`src/gcb_pkg.sv`:
```
package gcb_pkg;

  // fixed location of the one-time base setup register after reset
  localparam logic [15:0] SETUP_IO_ADDR     = 16'h02ea;
  // bank size in bytes and the address bits that select a byte inside it
  localparam int          BANK_BYTES        = 64;
  localparam int          BANK_ADDR_BITS    = 6;

  // byte offsets of the registers inside the bank
  localparam logic [5:0]  OFS_WDOG_TIMEOUT  = 6'h00;
  localparam logic [5:0]  OFS_WDOG_CONFIG   = 6'h02;
  localparam logic [5:0]  OFS_WDOG_FLAGS    = 6'h04;
  localparam logic [5:0]  OFS_TIMER_COUNT   = 6'h08;
  localparam logic [5:0]  OFS_TIMER_FLAGS   = 6'h0c;
  localparam logic [5:0]  OFS_TIMER_SETUP   = 6'h0d;
  localparam logic [5:0]  OFS_MAX_MULT      = 6'h10;
  localparam logic [5:0]  OFS_PLL_POWER     = 6'h12;
  localparam logic [5:0]  OFS_PLL3_SETUP    = 6'h18;
  localparam logic [5:0]  OFS_CORE_FREQ     = 6'h1e;
  localparam logic [5:0]  OFS_PIN_ROUTING   = 6'h30;
  localparam logic [5:0]  OFS_MISC          = 6'h34;
  localparam logic [5:0]  OFS_IRQ_ROUTE     = 6'h38;
  localparam logic [5:0]  OFS_CHIP_TYPE     = 6'h3c;
  localparam logic [5:0]  OFS_STEP          = 6'h3d;
  localparam logic [5:0]  OFS_BASE_READBACK = 6'h3e;

  // values after reset of the writable registers
  localparam logic [15:0] RST_WDOG_TIMEOUT  = 16'h0000;
  localparam logic [15:0] RST_WDOG_CONFIG   = 16'h0000;
  localparam logic [7:0]  RST_WDOG_FLAGS    = 8'h00;
  localparam logic [7:0]  RST_TIMER_FLAGS   = 8'h00;
  localparam logic [7:0]  RST_TIMER_SETUP   = 8'h00;
  localparam logic [7:0]  RST_PLL_POWER     = 8'h2f;
  localparam logic [31:0] RST_PLL3_SETUP    = 32'he1040005;
  localparam logic [31:0] RST_PIN_ROUTING   = 32'h00000000;
  localparam logic [31:0] RST_MISC          = 32'h00000001;
  localparam logic [7:0]  RST_IRQ_ROUTE     = 8'h00;

  // bus command codes of the internal bus
  localparam logic [3:0]  CMD_IO_READ       = 4'h2;
  localparam logic [3:0]  CMD_IO_WRITE      = 4'h3;

  // cycles from reset release until the synchronised straps are trusted
  localparam logic [1:0]  STRAP_SETTLE_CYCLES = 2'h3;

  // what kind of storage sits behind each bank byte
  typedef enum {GCB_RSVD, GCB_RW, GCB_RO} gcb_kind_e;

  function automatic gcb_kind_e gcb_byte_kind(input logic [5:0] ofs);
    gcb_kind_e k;
    k = GCB_RSVD;
    if (ofs <= OFS_WDOG_FLAGS || ofs == OFS_TIMER_FLAGS || ofs == OFS_TIMER_SETUP ||
        ofs == OFS_PLL_POWER || (ofs >= OFS_PLL3_SETUP && ofs <= 6'h1b) ||
        ofs == OFS_CORE_FREQ || ofs == 6'h1f || (ofs >= OFS_PIN_ROUTING && ofs <= OFS_IRQ_ROUTE))
      k = GCB_RW;
    else if ((ofs >= OFS_TIMER_COUNT && ofs <= 6'h0b) || ofs == OFS_MAX_MULT || ofs >= OFS_CHIP_TYPE)
      k = GCB_RO;
    return k;
  endfunction

  function automatic logic [7:0] gcb_byte_reset(input logic [5:0] ofs);
    logic [7:0] v;
    v = 8'h00;
    if (ofs == OFS_PLL_POWER)
      v = RST_PLL_POWER;
    else if (ofs >= OFS_PLL3_SETUP && ofs <= 6'h1b)
      v = RST_PLL3_SETUP[8*ofs[1:0] +: 8];
    else if (ofs >= OFS_MISC && ofs <= 6'h37)
      v = RST_MISC[8*ofs[1:0] +: 8];
    return v;
  endfunction

endpackage

```
`src/gcb_base_setup.sv`:
```
`timescale 1ns/100ps
`default_nettype none

module gcb_base_setup (
  // clock and reset
  input  wire logic        clk_in,
  input  wire logic        arst_n_in,
  // write to the setup location, upper two byte lanes of the dword
  input  wire logic        wr_in,
  input  wire logic [1:0]  lane_en_in,
  input  wire logic [15:0] wdata_in,
  // programmed base and its valid flag
  output logic      [15:0] base_out,
  output logic             base_valid_out
);

  // one-shot capture; only reset re-arms it, so a stray later write cannot move the bank
  always_ff @(posedge clk_in or negedge arst_n_in) begin
    if (!arst_n_in) begin
      base_out       <= 16'h0000;
      base_valid_out <= 1'b0;
    end else if (wr_in && !base_valid_out) begin
      if (lane_en_in[0]) begin
        base_out[7:0] <= wdata_in[7:0];
      end
      if (lane_en_in[1]) begin
        base_out[15:8] <= wdata_in[15:8];
      end
      base_valid_out <= 1'b1;
    end
  end

endmodule // gcb_base_setup

`default_nettype wire

```
`src/gcb_config_bank.sv`:
```
// Functional notes
// bank is 64-byte I/O window at base
// configuration cycles never select these registers
// setup register answers at 02EAh until written
// firmware programs base before other bus accesses
// later setup writes ignored until system reset
// reserved bits read back as last written
// all functions share one routable interrupt output
// offset 10h reads strapped maximum core multiplier
// core frequency register resets from strap inputs
// pin routing word resets to all zero
// misc settings word resets with bit0 set
// offsets 3Eh-3Fh read the bank base
// claim only base..base+63; reserved offsets inert
`timescale 1ns/100ps
`default_nettype none

module gcb_config_bank
  import gcb_pkg::*;
#(
  parameter logic [7:0] CHIP_TYPE_VALUE = 8'h5a,  // arbitrary value
  parameter logic [7:0] STEP_VALUE      = 8'h01   // arbitrary value
) (
  // clock and reset
  input  wire logic        MCLK_IN,
  input  wire logic        ARST_N_IN,
  // internal bus target side
  input  wire logic        IO_REQ_IN,
  input  wire logic [3:0]  IO_CMD_IN,
  input  wire logic [31:0] IO_ADDR_IN,
  input  wire logic [3:0]  IO_BE_N_IN,
  input  wire logic [31:0] IO_WDATA_IN,
  output logic             IO_CLAIM_OUT,
  output logic      [31:0] IO_RDATA_OUT,
  // strap pins
  input  wire logic [7:0]  STRAP_MAX_MULT_IN,
  input  wire logic [15:0] STRAP_CORE_FREQ_IN,
  // function side inputs, same clock
  input  wire logic        WDOG_EVENT_IN,
  input  wire logic        TIMER_EVENT_IN,
  input  wire logic        PIN_EVENT_IN,
  input  wire logic        CLKGEN_EVENT_IN,
  input  wire logic [31:0] TIMER_COUNT_IN,
  // register contents toward the functions
  output logic      [15:0] WDOG_TIMEOUT_OUT,
  output logic      [15:0] WDOG_CONFIG_OUT,
  output logic      [7:0]  TIMER_SETUP_OUT,
  output logic      [7:0]  PLL_POWER_OUT,
  output logic      [31:0] PLL3_SETUP_OUT,
  output logic      [15:0] CORE_FREQ_OUT,
  output logic      [31:0] PIN_ROUTING_OUT,
  output logic      [31:0] MISC_SETTINGS_OUT,
  output logic      [7:0]  IRQ_ROUTE_OUT,
  // status
  output logic             IRQ_OUT,
  output logic             BASE_VALID_OUT,
  output logic             STRAPS_READY_OUT
);

  // programmed base of the bank
  logic [15:0] base;
  logic        base_valid;

  // strap handling
  logic [23:0] strap_sync;     // synchronised strap pins
  logic [1:0]  settle_cnt;     // cycles since reset release
  logic        strap_load;     // one-cycle load of strapped values
  logic [7:0]  max_mult;       // captured multiplier strap

  // bus decode
  logic        is_io_rd;       // io read command
  logic        is_io_wr;       // io write command
  logic        addr_hi_zero;   // address inside 16-bit io space
  logic        setup_hit;      // access to the setup location
  logic        bank_hit;       // access inside the bank window
  logic [3:0]  lane_en;        // active high byte lanes
  logic        next_claim;     // claim for the next cycle
  logic [31:0] next_rdata;     // read data for the next cycle

  // bank view, one byte per offset
  logic [7:0]  bank_byte [BANK_BYTES];
  logic [BANK_BYTES-1:0] wr_byte_en;  // byte written this cycle

  // strap pins come from outside the clock domain
  gcb_sync #(
    .WIDTH (24)
  ) u_strap_sync (
    .clk_in    (MCLK_IN),
    .arst_n_in (ARST_N_IN),
    .d_in      ({STRAP_CORE_FREQ_IN, STRAP_MAX_MULT_IN}),
    .q_out     (strap_sync)
  );

  // wait for the synchroniser to fill before trusting the straps
  always_ff @(posedge MCLK_IN or negedge ARST_N_IN) begin
    if (!ARST_N_IN) begin
      settle_cnt       <= 2'h0;
      STRAPS_READY_OUT <= 1'b0;
    end else if (!STRAPS_READY_OUT) begin
      settle_cnt <= settle_cnt + 2'h1;
      if (settle_cnt == STRAP_SETTLE_CYCLES - 2'h1) begin
        STRAPS_READY_OUT <= 1'b1;
      end
    end
  end

  // single load pulse, the last settle cycle
  assign strap_load = !STRAPS_READY_OUT && (settle_cnt == STRAP_SETTLE_CYCLES - 2'h1);

  // multiplier strap is caught once after release, never at the async reset
  always_ff @(posedge MCLK_IN or negedge ARST_N_IN) begin
    if (!ARST_N_IN) begin
      max_mult <= 8'h00;
    end else if (strap_load) begin
      max_mult <= strap_sync[7:0];
    end
  end

  // command and address decode; only io commands are ever looked at
  always_comb begin
    is_io_rd     = IO_CMD_IN == CMD_IO_READ;
    is_io_wr     = IO_CMD_IN == CMD_IO_WRITE;
    addr_hi_zero = IO_ADDR_IN[31:16] == 16'h0000;
    lane_en      = ~IO_BE_N_IN;
  end

  // setup location answers only while unprogrammed
  assign setup_hit = IO_REQ_IN && (is_io_rd || is_io_wr) && addr_hi_zero &&
                     (IO_ADDR_IN[15:2] == SETUP_IO_ADDR[15:2]) &&
                     (lane_en[3:2] != 2'b00) && !base_valid;

  // bank claims base..base+63 in io space only; base is taken as 64-byte aligned
  assign bank_hit = IO_REQ_IN && (is_io_rd || is_io_wr) && addr_hi_zero && base_valid &&
                    (IO_ADDR_IN[15:BANK_ADDR_BITS] == base[15:BANK_ADDR_BITS]);

  // one-time base register
  gcb_base_setup u_base_setup (
    .clk_in         (MCLK_IN),
    .arst_n_in      (ARST_N_IN),
    .wr_in          (setup_hit && is_io_wr),
    .lane_en_in     (lane_en[3:2]),
    .wdata_in       (IO_WDATA_IN[31:16]),
    .base_out       (base),
    .base_valid_out (base_valid)
  );

  // per byte storage of the bank
  for (genvar i = 0; i < BANK_BYTES; i++) begin : g_byte
    localparam logic [5:0] OFS  = 6'(i);
    localparam int         LANE = i % 4;

    // byte selected by dword index and its byte lane
    assign wr_byte_en[i] = bank_hit && is_io_wr && (IO_ADDR_IN[5:2] == OFS[5:2]) && lane_en[LANE];

    if (gcb_byte_kind(OFS) == GCB_RW) begin : g_rw
      logic [7:0] q;       // stored byte, reserved bits included
      logic [7:0] next_q;  // value for the next edge

      // write, sticky flag and strap handling
      always_comb begin
        next_q = q;
        if (wr_byte_en[i]) begin
          next_q = IO_WDATA_IN[8*LANE +: 8];
        end
        if (OFS == OFS_WDOG_FLAGS) begin
          // write one to clear; a new event in the same cycle wins
          next_q = wr_byte_en[i] ? (q & ~IO_WDATA_IN[8*LANE +: 8]) : q;
          next_q[0] = next_q[0] | WDOG_EVENT_IN;
        end
        if (OFS == OFS_TIMER_FLAGS) begin
          // bit0 is sticky event, cleared by writing one; other bits plain storage
          next_q[0] = (q[0] & !(wr_byte_en[i] && IO_WDATA_IN[8*LANE])) | TIMER_EVENT_IN;
        end
        if ((OFS == OFS_CORE_FREQ || OFS == 6'h1f) && strap_load) begin
          // strap value replaces the reset value once the pins are settled
          // lane 2 takes the low strap byte, lane 3 the high one; index stays in range for every lane
          next_q = strap_sync[8 + 8*(LANE % 2) +: 8];
        end
      end

      // reset values from the package, pin routing all zero, misc bit0 set
      always_ff @(posedge MCLK_IN or negedge ARST_N_IN) begin
        if (!ARST_N_IN) begin
          q <= gcb_byte_reset(OFS);
        end else begin
          q <= next_q;
        end
      end

      assign bank_byte[i] = q;
    end else if (gcb_byte_kind(OFS) == GCB_RO) begin : g_ro
      // read-only bytes show timer count, strap, id and base values; writes are dropped
      if (OFS >= OFS_TIMER_COUNT && OFS <= 6'h0b) begin : g_count
        assign bank_byte[i] = TIMER_COUNT_IN[8*LANE +: 8];
      end else if (OFS == OFS_MAX_MULT) begin : g_mult
        assign bank_byte[i] = max_mult;
      end else if (OFS == OFS_CHIP_TYPE) begin : g_type
        assign bank_byte[i] = CHIP_TYPE_VALUE;
      end else if (OFS == OFS_STEP) begin : g_step
        assign bank_byte[i] = STEP_VALUE;
      end else begin : g_base
        assign bank_byte[i] = base[8*(LANE-2) +: 8];
      end
    end else begin : g_rsvd
      // unused offsets read zero and keep nothing
      assign bank_byte[i] = 8'h00;
    end
  end

  // read data and claim for the addressed dword
  always_comb begin
    next_claim = setup_hit || bank_hit;
    next_rdata = 32'h00000000;
    if (setup_hit && is_io_rd) begin
      // setup location reads back the (still empty) base
      next_rdata = {base, 16'h0000};
    end else if (bank_hit && is_io_rd) begin
      next_rdata = {bank_byte[{IO_ADDR_IN[5:2], 2'h3}],
                    bank_byte[{IO_ADDR_IN[5:2], 2'h2}],
                    bank_byte[{IO_ADDR_IN[5:2], 2'h1}],
                    bank_byte[{IO_ADDR_IN[5:2], 2'h0}]};
    end
  end

  // answer one cycle after the request
  always_ff @(posedge MCLK_IN or negedge ARST_N_IN) begin
    if (!ARST_N_IN) begin
      IO_CLAIM_OUT <= 1'b0;
      IO_RDATA_OUT <= 32'h00000000;
    end else begin
      IO_CLAIM_OUT <= next_claim;
      IO_RDATA_OUT <= next_rdata;
    end
  end

  // shared interrupt: any function raising its request drives the one line
  always_ff @(posedge MCLK_IN or negedge ARST_N_IN) begin
    if (!ARST_N_IN) begin
      IRQ_OUT <= 1'b0;
    end else begin
      IRQ_OUT <= bank_byte[OFS_WDOG_FLAGS][0] | bank_byte[OFS_TIMER_FLAGS][0] |
                 PIN_EVENT_IN | CLKGEN_EVENT_IN;
    end
  end

  // register contents toward the functions
  assign WDOG_TIMEOUT_OUT  = {bank_byte[OFS_WDOG_TIMEOUT + 6'h1], bank_byte[OFS_WDOG_TIMEOUT]};
  assign WDOG_CONFIG_OUT   = {bank_byte[OFS_WDOG_CONFIG + 6'h1], bank_byte[OFS_WDOG_CONFIG]};
  assign TIMER_SETUP_OUT   = bank_byte[OFS_TIMER_SETUP];
  assign PLL_POWER_OUT     = bank_byte[OFS_PLL_POWER];
  assign PLL3_SETUP_OUT    = {bank_byte[OFS_PLL3_SETUP + 6'h3], bank_byte[OFS_PLL3_SETUP + 6'h2],
                              bank_byte[OFS_PLL3_SETUP + 6'h1], bank_byte[OFS_PLL3_SETUP]};
  assign CORE_FREQ_OUT     = {bank_byte[OFS_CORE_FREQ + 6'h1], bank_byte[OFS_CORE_FREQ]};
  assign PIN_ROUTING_OUT   = {bank_byte[OFS_PIN_ROUTING + 6'h3], bank_byte[OFS_PIN_ROUTING + 6'h2],
                              bank_byte[OFS_PIN_ROUTING + 6'h1], bank_byte[OFS_PIN_ROUTING]};
  assign MISC_SETTINGS_OUT = {bank_byte[OFS_MISC + 6'h3], bank_byte[OFS_MISC + 6'h2],
                              bank_byte[OFS_MISC + 6'h1], bank_byte[OFS_MISC]};
  // routing select is handed to the interrupt router outside
  assign IRQ_ROUTE_OUT     = bank_byte[OFS_IRQ_ROUTE];
  assign BASE_VALID_OUT    = base_valid;

endmodule // gcb_config_bank

`default_nettype wire

```
`src/gcb_sync.sv`:
```
`timescale 1ns/100ps
`default_nettype none

module gcb_sync #(
  parameter int WIDTH = 1
) (
  // clock and reset
  input  wire logic             clk_in,
  input  wire logic             arst_n_in,
  // asynchronous level in, synchronised level out
  input  wire logic [WIDTH-1:0] d_in,
  output logic      [WIDTH-1:0] q_out
);

  logic [WIDTH-1:0] meta;  // first stage, read only by the second

  // two flops; the first is never looked at by logic
  always_ff @(posedge clk_in or negedge arst_n_in) begin
    if (!arst_n_in) begin
      meta  <= '0;
      q_out <= '0;
    end else begin
      meta  <= d_in;
      q_out <= meta;
    end
  end

endmodule // gcb_sync

`default_nettype wire

```
`config.mk`:
```
export PLATFORM = sky130hd
export DESIGN_NAME = gcb_config_bank
export DESIGN_NICKNAME = d
export VERILOG_FILES = /design/src/gcb_pkg.sv /design/src/gcb_base_setup.sv /design/src/gcb_config_bank.sv /design/src/gcb_sync.sv
export SDC_FILE = /design/constraint.sdc
export NUM_CORES = 1
export LEC_CHECK = 0
export ABC_AREA = 1
export BUFFER_PORTS_ARGS = -buffer_cell sky130_fd_sc_hd__buf_4
export CAP_MARGIN = 30
export CELL_PAD_IN_SITES_DETAIL_PLACEMENT = 1
export CELL_PAD_IN_SITES_GLOBAL_PLACEMENT = 1
export CORE_UTILIZATION = 39
export CTS_CLUSTER_SIZE = 12
export DETAILED_ROUTE_END_ITERATION = 6
export PLACE_DENSITY_LB_ADDON = 0.1
export SLEW_MARGIN = 20
export SYNTH_ARGS = -nofsm -noshare
export SYNTH_HDL_FRONTEND = slang
export SYNTH_SLANG_ARGS = --single-unit
```
`constraint.sdc`:
```
create_clock -name MCLK_IN -period 2.57 [get_ports MCLK_IN]
set_clock_uncertainty 0.15 [all_clocks]
set_input_delay 0.1285 -clock MCLK_IN [delete_from_list [all_inputs] [get_ports MCLK_IN]]
set_output_delay 0.1285 -clock MCLK_IN [all_outputs]
set_load 0.05 [all_outputs]
```
==> Word-level counts from Yosys, hierarchy flattened <==
Index checks and enable logic that the tools add are counted.
{ "word_totals": {"register_bits": 294, "latch_bits": 0, "ramBits": 0, "mem_bits_ro": 0, "inputBits": 135, "out_inout_bits": 204, "word_cells": 146, "mem_count": 0} }
{ "op_classes": {"add_sub_neg": 1, "n_mul": 0, "div_mod_pow": 0, "n_lt_le_gt_ge": 4, "n_eq_ne": 13, "shifts": 0, "mux": 21, "bitwise_logic": 13, "n_reduce_logical": 58} }
{ "op_table": {"columns": ["op", "n"], "rows": [
  ["8-bit binary-select mux with 6-bit select", 4],
  ["8-bit 2-to-1 mux", 12],
  ["32-bit 2-to-1 mux", 2],
  ["1-bit logical AND", 46],
  ["7-bit greater-or-equal comparator, second input constant", 4],
  ["6-bit inverter with 7-bit output", 4],
  ["16-bit zero test", 1],
  ["14-bit by 8-bit equality test with 1-bit output, second input constant", 1],
  ["4-bit by 2-bit equality test with 1-bit output, second input constant", 3],
  ["4-bit by 3-bit equality test with 1-bit output, second input constant", 3],
  ["4-bit equality test, second input constant", 3],
  ["10-bit equality test", 1],
  ["8-bit bitwise AND", 1],
  ["8-bit inverter", 1],
  ["2-bit nonzero test", 3],
  ["1-bit bitwise OR", 5],
  ["4-bit by 1-bit equality test with 1-bit output, second input constant", 1],
  ["4-bit zero test", 1],
  ["4-bit inverter", 1],
  ["2-bit AND reduction", 2],
  ["1-bit zero test", 3],
  ["1-bit 2-to-1 mux", 3],
  ["2-bit by 1-bit adder with 2-bit output, second input constant", 1],
  ["2-bit equality test, second input constant", 1],
  ["2 further kinds", 3]
]} }

==> Depth between registers and ports, before layout <==
{ "logic_depth": {"word_depth": 13, "mapped_depth": 13, "ltp_nobuf": 12} }

==> Cells and area by module <==
A second synthesis with hierarchy kept.
{ "unflattened": {"cells_unflattened": 1588, "area_unflattened_um2": 14012.2} }
{ "modules_own_cells": {"columns": ["mod", "instances", "cells_each", "area_each_um2", "seq_area_each_um2"], "rows": [
  ["gcb_config_bank", 1, 1466, 12045.3, 5746.8],
  ["gcb_sync", 1, 48, 1201.2, 1201.2],
  ["gcb_base_setup", 1, 74, 765.7, 425.4]
]} }

==> Worst setup path after synthesis <==
OpenSTA, ideal clock, no wires.
{ "synth_path": {"path_type": "flip-flop to flip-flop", "start": "reg u_base_setup.base_valid_out", "end": "reg g_byte[30].g_rw.q[0]", "setup_ps": 67, "t_arrival_ps": 1867, "t_required_ps": 2353, "setup_slack_ps": 486, "path_stages_with_launch": 12, "path_buffers": 1, "period_less_slack_ps": 2084, "cell_sequence": "dfrtp_1 inv_1 a21oi_1 nand3_1 nor2_1 nand3_1 nor2_1 buf_2 nand3_2 nand2_1 nand2_1 nand2_1"} }
{ "synth_between": {"elab_chain_cells": 6} }
{ "synth_rtl": {"columns": ["element", "line_no", "text"], "rows": [
  ["from (decl)", "gcb_base_setup.sv:14", "output logic base_valid_out"],
  ["from (signal assigned)", "gcb_base_setup.sv:21", "base_valid_out <= 1'b0;"],
  ["from (signal assigned)", "gcb_base_setup.sv:29", "base_valid_out <= 1'b1;"],
  ["1-bit logical AND (2 in a row)", "gcb_config_bank.sv:133", "assign bank_hit = IO_REQ_IN && (is_io_rd || is_io_wr) && addr_hi_zero && base_valid &&"],
  ["1-bit logical AND", null, null],
  ["1-bit logical AND (2 in a row)", "gcb_config_bank.sv:153", "assign wr_byte_en[i] = bank_hit && is_io_wr && (IO_ADDR_IN[5:2] == OFS[5:2]) && lane_en[LANE];"],
  ["2-bit nonzero test (no line)", null, null],
  ["to (signal assigned)", "gcb_config_bank.sv:184", "q <= gcb_byte_reset(OFS);"],
  ["to (signal assigned)", "gcb_config_bank.sv:186", "q <= next_q;"],
  ["to (decl)", "gcb_config_bank.sv:156", "logic [7:0] q;"]
]} }
No other way between the ends.
A chain may end at the register's enable or synchronous reset.

==> Worst setup path after layout <==
{ "layout_path": {"start": "in IO_ADDR_IN[18]", "end": "reg u_base_setup.base_valid_out"} }
{ "layout_between": {"elab_chain_cells": 7} }
{ "layout_rtl": {"columns": ["element", "line_no", "text"], "rows": [
  ["from (decl)", "gcb_config_bank.sv:30", "input wire logic [31:0] IO_ADDR_IN,"],
  ["16-bit zero test", "gcb_config_bank.sv:123", "addr_hi_zero = IO_ADDR_IN[31:16] == 16'h0000;"],
  ["1-bit logical AND (2 in a row)", "gcb_config_bank.sv:128", "assign setup_hit = IO_REQ_IN && (is_io_rd || is_io_wr) && addr_hi_zero &&"],
  ["1-bit logical AND", "gcb_config_bank.sv:129", "(IO_ADDR_IN[15:2] == SETUP_IO_ADDR[15:2]) &&"],
  ["1-bit logical AND", "gcb_config_bank.sv:130", "(lane_en[3:2] != 2'b00) && !base_valid;"],
  ["1-bit logical AND", "gcb_config_bank.sv:140", ".wr_in (setup_hit && is_io_wr),"],
  ["1-bit logical AND", "gcb_base_setup.sv:22", "end else if (wr_in && !base_valid_out) begin"]
]} }
No other way between the ends.

==> flow_metrics.tcl <==
set metrics [dict create \
    grt_overflow 0 \
    max_cap_viol_count 0 \
    n_fill_cell 3984 \
    antenna_found_initial 0 \
    finalHoldViolations 0 \
    ys_ff_latch 294 \
    synth_cell_types 43 \
    grt_start_max_net_pins 69 \
    synth_area_per_cell_sq_um 8.453 \
    wirelength_mm 56.42 \
    drc 0 \
    max_freq_mhz 411.4 \
    setup_viol 0 \
    antenna_cells 0 \
    dieArea_sq_um 35430 \
    grt_pass1_wl_mm 86.96 \
    arrival_ns 2.74 \
    final.setup.tns_ns 0 \
    placementRows 67 \
    grt_pass1_vias 15070 \
    stdcell_count 2533 \
    clk_path_buf_depth 3 \
    ios 339 \
    cp-start-kind "input pin" \
    power-per-cell-area_nw_per_um2 560.7 \
    grtUsageMet1 0.4233 \
    nets 2196 \
    final-max-slew-violation-count 0 \
    cts.sinks 294 \
    ir_drop_mv 0.6682 \
    placed_area_sq_um 16910 \
    end_kind "flop" \
    yosys_warnings 0 \
    htreeDepth 2 \
    vias_per_cell 5.698 \
    place_inst 2360 \
    cts_tree "built" \
    grtUsageTotal 0.3173 \
    clock_latency_ns 0.51 \
    path_max_fanout 4 \
    final_area_sq_um 19160 \
    grt_setup_unrepaired "no" \
    ant_nets 0 \
    area_growth_pct 41.67 \
    drtPass1Iterations 5 \
    min_path_type "in -> reg" \
    syn_nets 1736 \
    vias 14430 \
    busiest_layer "met2" \
    fin_crit_sh 0.9457 \
    cts_root_buf "clkbuf_16" \
    fin_crit_ns 2.431 \
    numCtsBuffers 35 \
    place_hpwl_mm 39.43 \
    crit_required_ns 2.88 \
    p_leak_nw 9.805 \
    grt_use_met2 0.5295 \
    synth_cells 1600 \
    maxSlewHeadroom 0.5289 \
    wl_per_cell_um 22.27 \
    use_met3 0.04898 \
    place_congestion 0.9146 \
    path_clk_slew_ns 0.06 \
    drt_iter0_markers 1113 \
    io_buffers 336 \
    coreArea_sq_um 33870 \
    drive_gt1_frac 0.2513 \
    netlist_area_sq_um 13530 \
    path_class "in -> reg" \
    die_y_um 188.2 \
    r2r_slack_ns 0.20 \
    ys_seq_area_frac 0.5451 \
    status "finished, final reports clean" \
    die_w_um 188.2 \
    start_util 0.3994 \
    worst_pin_slew_ns 0.7042 \
]
==> cell usage after synthesis (all sizes together) <==
library cell | number | share of area
a31o | 1 | 0.00065
clkinv | 4 | 0.0011
a21oi | 42 | 0.016
buf | 26 | 0.0096
a32oi | 1 | 0.00065
o21ai | 46 | 0.017
nand4 | 195 | 0.090
o211ai | 15 | 0.0083
nor4 | 2 | 0.00092
a21o | 1 | 0.00056
nand2 | 572 | 0.16
or4 | 1 | 0.00056
nand3 | 76 | 0.029
o31ai | 1 | 0.00056
nor2 | 93 | 0.028
inv | 71 | 0.020
dfstp | 13 | 0.025
o22ai | 15 | 0.0069
and2 | 2 | 0.00092
a32o | 6 | 0.0044
or2 | 3 | 0.0014
ha | 1 | 0.00092
a22oi | 8 | 0.0044
a221oi | 5 | 0.0032
mux2 | 8 | 0.0067
clkbuf | 68 | 0.019
a221o | 15 | 0.011
a31oi | 11 | 0.0051
and3 | 2 | 0.00092
nor3 | 6 | 0.0034
a211oi | 5 | 0.0028
dfrtp | 281 | 0.52
xnor2 | 4 | 0.0026
==> where the power goes <==
group	switching, mW	total (mW)	internal, mW	leakage (nW)
Sequential	0.0305	4.72	4.69	3.86
Clock	1.99	5.00	3.02	0.565
Combinational	0.627	1.02	0.396	5.38
==> layer usage <==
| layer | share of wire | vias to the layer above | wire length (um) |
|---|---|---|---|
| li1 | - | 6407 | - |
| met1 | 0.42 | 7267 | 23450 |
| met2 | 0.49 | 639 | 27510 |
| met3 | 0.069 | 119 | 3911 |
| met4 | 0.028 | 0 | 1553 |
| met5 | 0 | - | 0 |
==> metrics by stage <==
step	setup slack, ns	hold slack (ns)	total power, mW	utilization
after floorplan	0.4863	-0.3171	5.139	-
after global placement	0.1870	-0.008557	5.681	0.4993
after detailed placement	0.08532	-0.01477	5.696	0.4993
after CTS	0.07342	0.009801	10.79	0.5618
after global routing	0.01885	0.02307	11.08	0.5658
final	0.1394	0.02268	10.74	0.5658
==> cell type report <==
class                   instances  area (sq um)  share of cell area
clock buffers                  54          1049             0.05472
clock inverters                 8         107.6            0.005615
inverters                      75         285.3             0.01489
multi-input cells            1137          5545              0.2894
flip-flops and latches        294          7373              0.3848
well taps                     448         560.5             0.02925
repair buffers                517          4242              0.2214
==> critical path: stages <==
cell	delay, ns
dlygate4sd3_1	0.54
buf_4	0.14
nor2_2	0.15
dlygate4sd3_1	0.59
nand2_1	0.07
nor2_1	0.15
inv_1	0.11
nor2_4	0.18
dlygate4sd3_1	0.57
nand2_1	0.05
nand2_1	0.06
==> cells in the final DEF, fill, tap and decap left out, drive strengths merged, types with 3 or more instances in the layout <==
| cell type | instances |
|---|---|
| a31oi | 11 |
| a32o | 6 |
| clkinv | 8 |
| nor2 | 93 |
| dfstp | 13 |
| o22ai | 15 |
| o21ai | 46 |
| clkbuf | 54 |
| nand4 | 195 |
| a211oi | 5 |
| a21oi | 42 |
| buf | 421 |
| inv | 71 |
| nor3 | 6 |
| nand2 | 572 |
| nand3 | 76 |
| a22oi | 8 |
| or2 | 3 |
| a221oi | 5 |
| mux2 | 8 |
| o211ai | 15 |
| dlygate4sd3 | 96 |
| a221o | 15 |
| xnor2 | 4 |
| dfrtp | 281 |
==> final timing paths <==
check	start	endpoint	depth (start not counted)
max	IO_ADDR_IN[18]	u_base_setup.base_valid_out	11
min	TIMER_COUNT_IN[23]	IO_RDATA_OUT[23]	6
max reg2reg	u_base_setup.base_out[12]	g_byte[52].g_rw.q[1]	10
min reg2reg	u_strap_sync.meta[17]	u_strap_sync.q_out[17]	0
max in group asynchronous	ARST_N_IN	g_byte[26].g_rw.q[2]	3
min in group asynchronous	ARST_N_IN	g_byte[30].g_rw.q[3]	2
==> sequential cells by signal, summed over array words and instances (netlist names), 2 cells and up <==
register and flops:
max_mult 8, settle_cnt 2, IO_RDATA_OUT 32, TIMER_SETUP_OUT 8
u_base_setup.base_out 16, u_strap_sync.meta 24, u_strap_sync.q_out 24, IRQ_ROUTE_OUT 8
g_byte.g_rw.q 160, PLL_POWER_OUT 8
==> timing repair <==
item,in CTS,in global routing
endpoints found under the setup margin,0,150
endpoints found under the hold margin,507,0
resized for setup,0,5
buffers inserted,0,15
hold buffers,96,0
==> cells by family (layout without fill, tap and decap cells) <==
kind of cell / after synthesis / count (layout) / synth area share
AO/OA/AOI/OAI: 172 / 172 / 0.08131
buffers and inverters: 169 / 654 / 0.04931
flip-flops: 294 / 294 / 0.5451
XOR/XNOR: 4 / 4 / 0.002590
multiplexers: 8 / 8 / 0.006661
AND/OR/NAND/NOR: 952 / 952 / 0.3141
adder cells (fa/ha/maj): 1 / 1 / 0.0009249
Note: power is estimated with default switching activity, not from simulation.
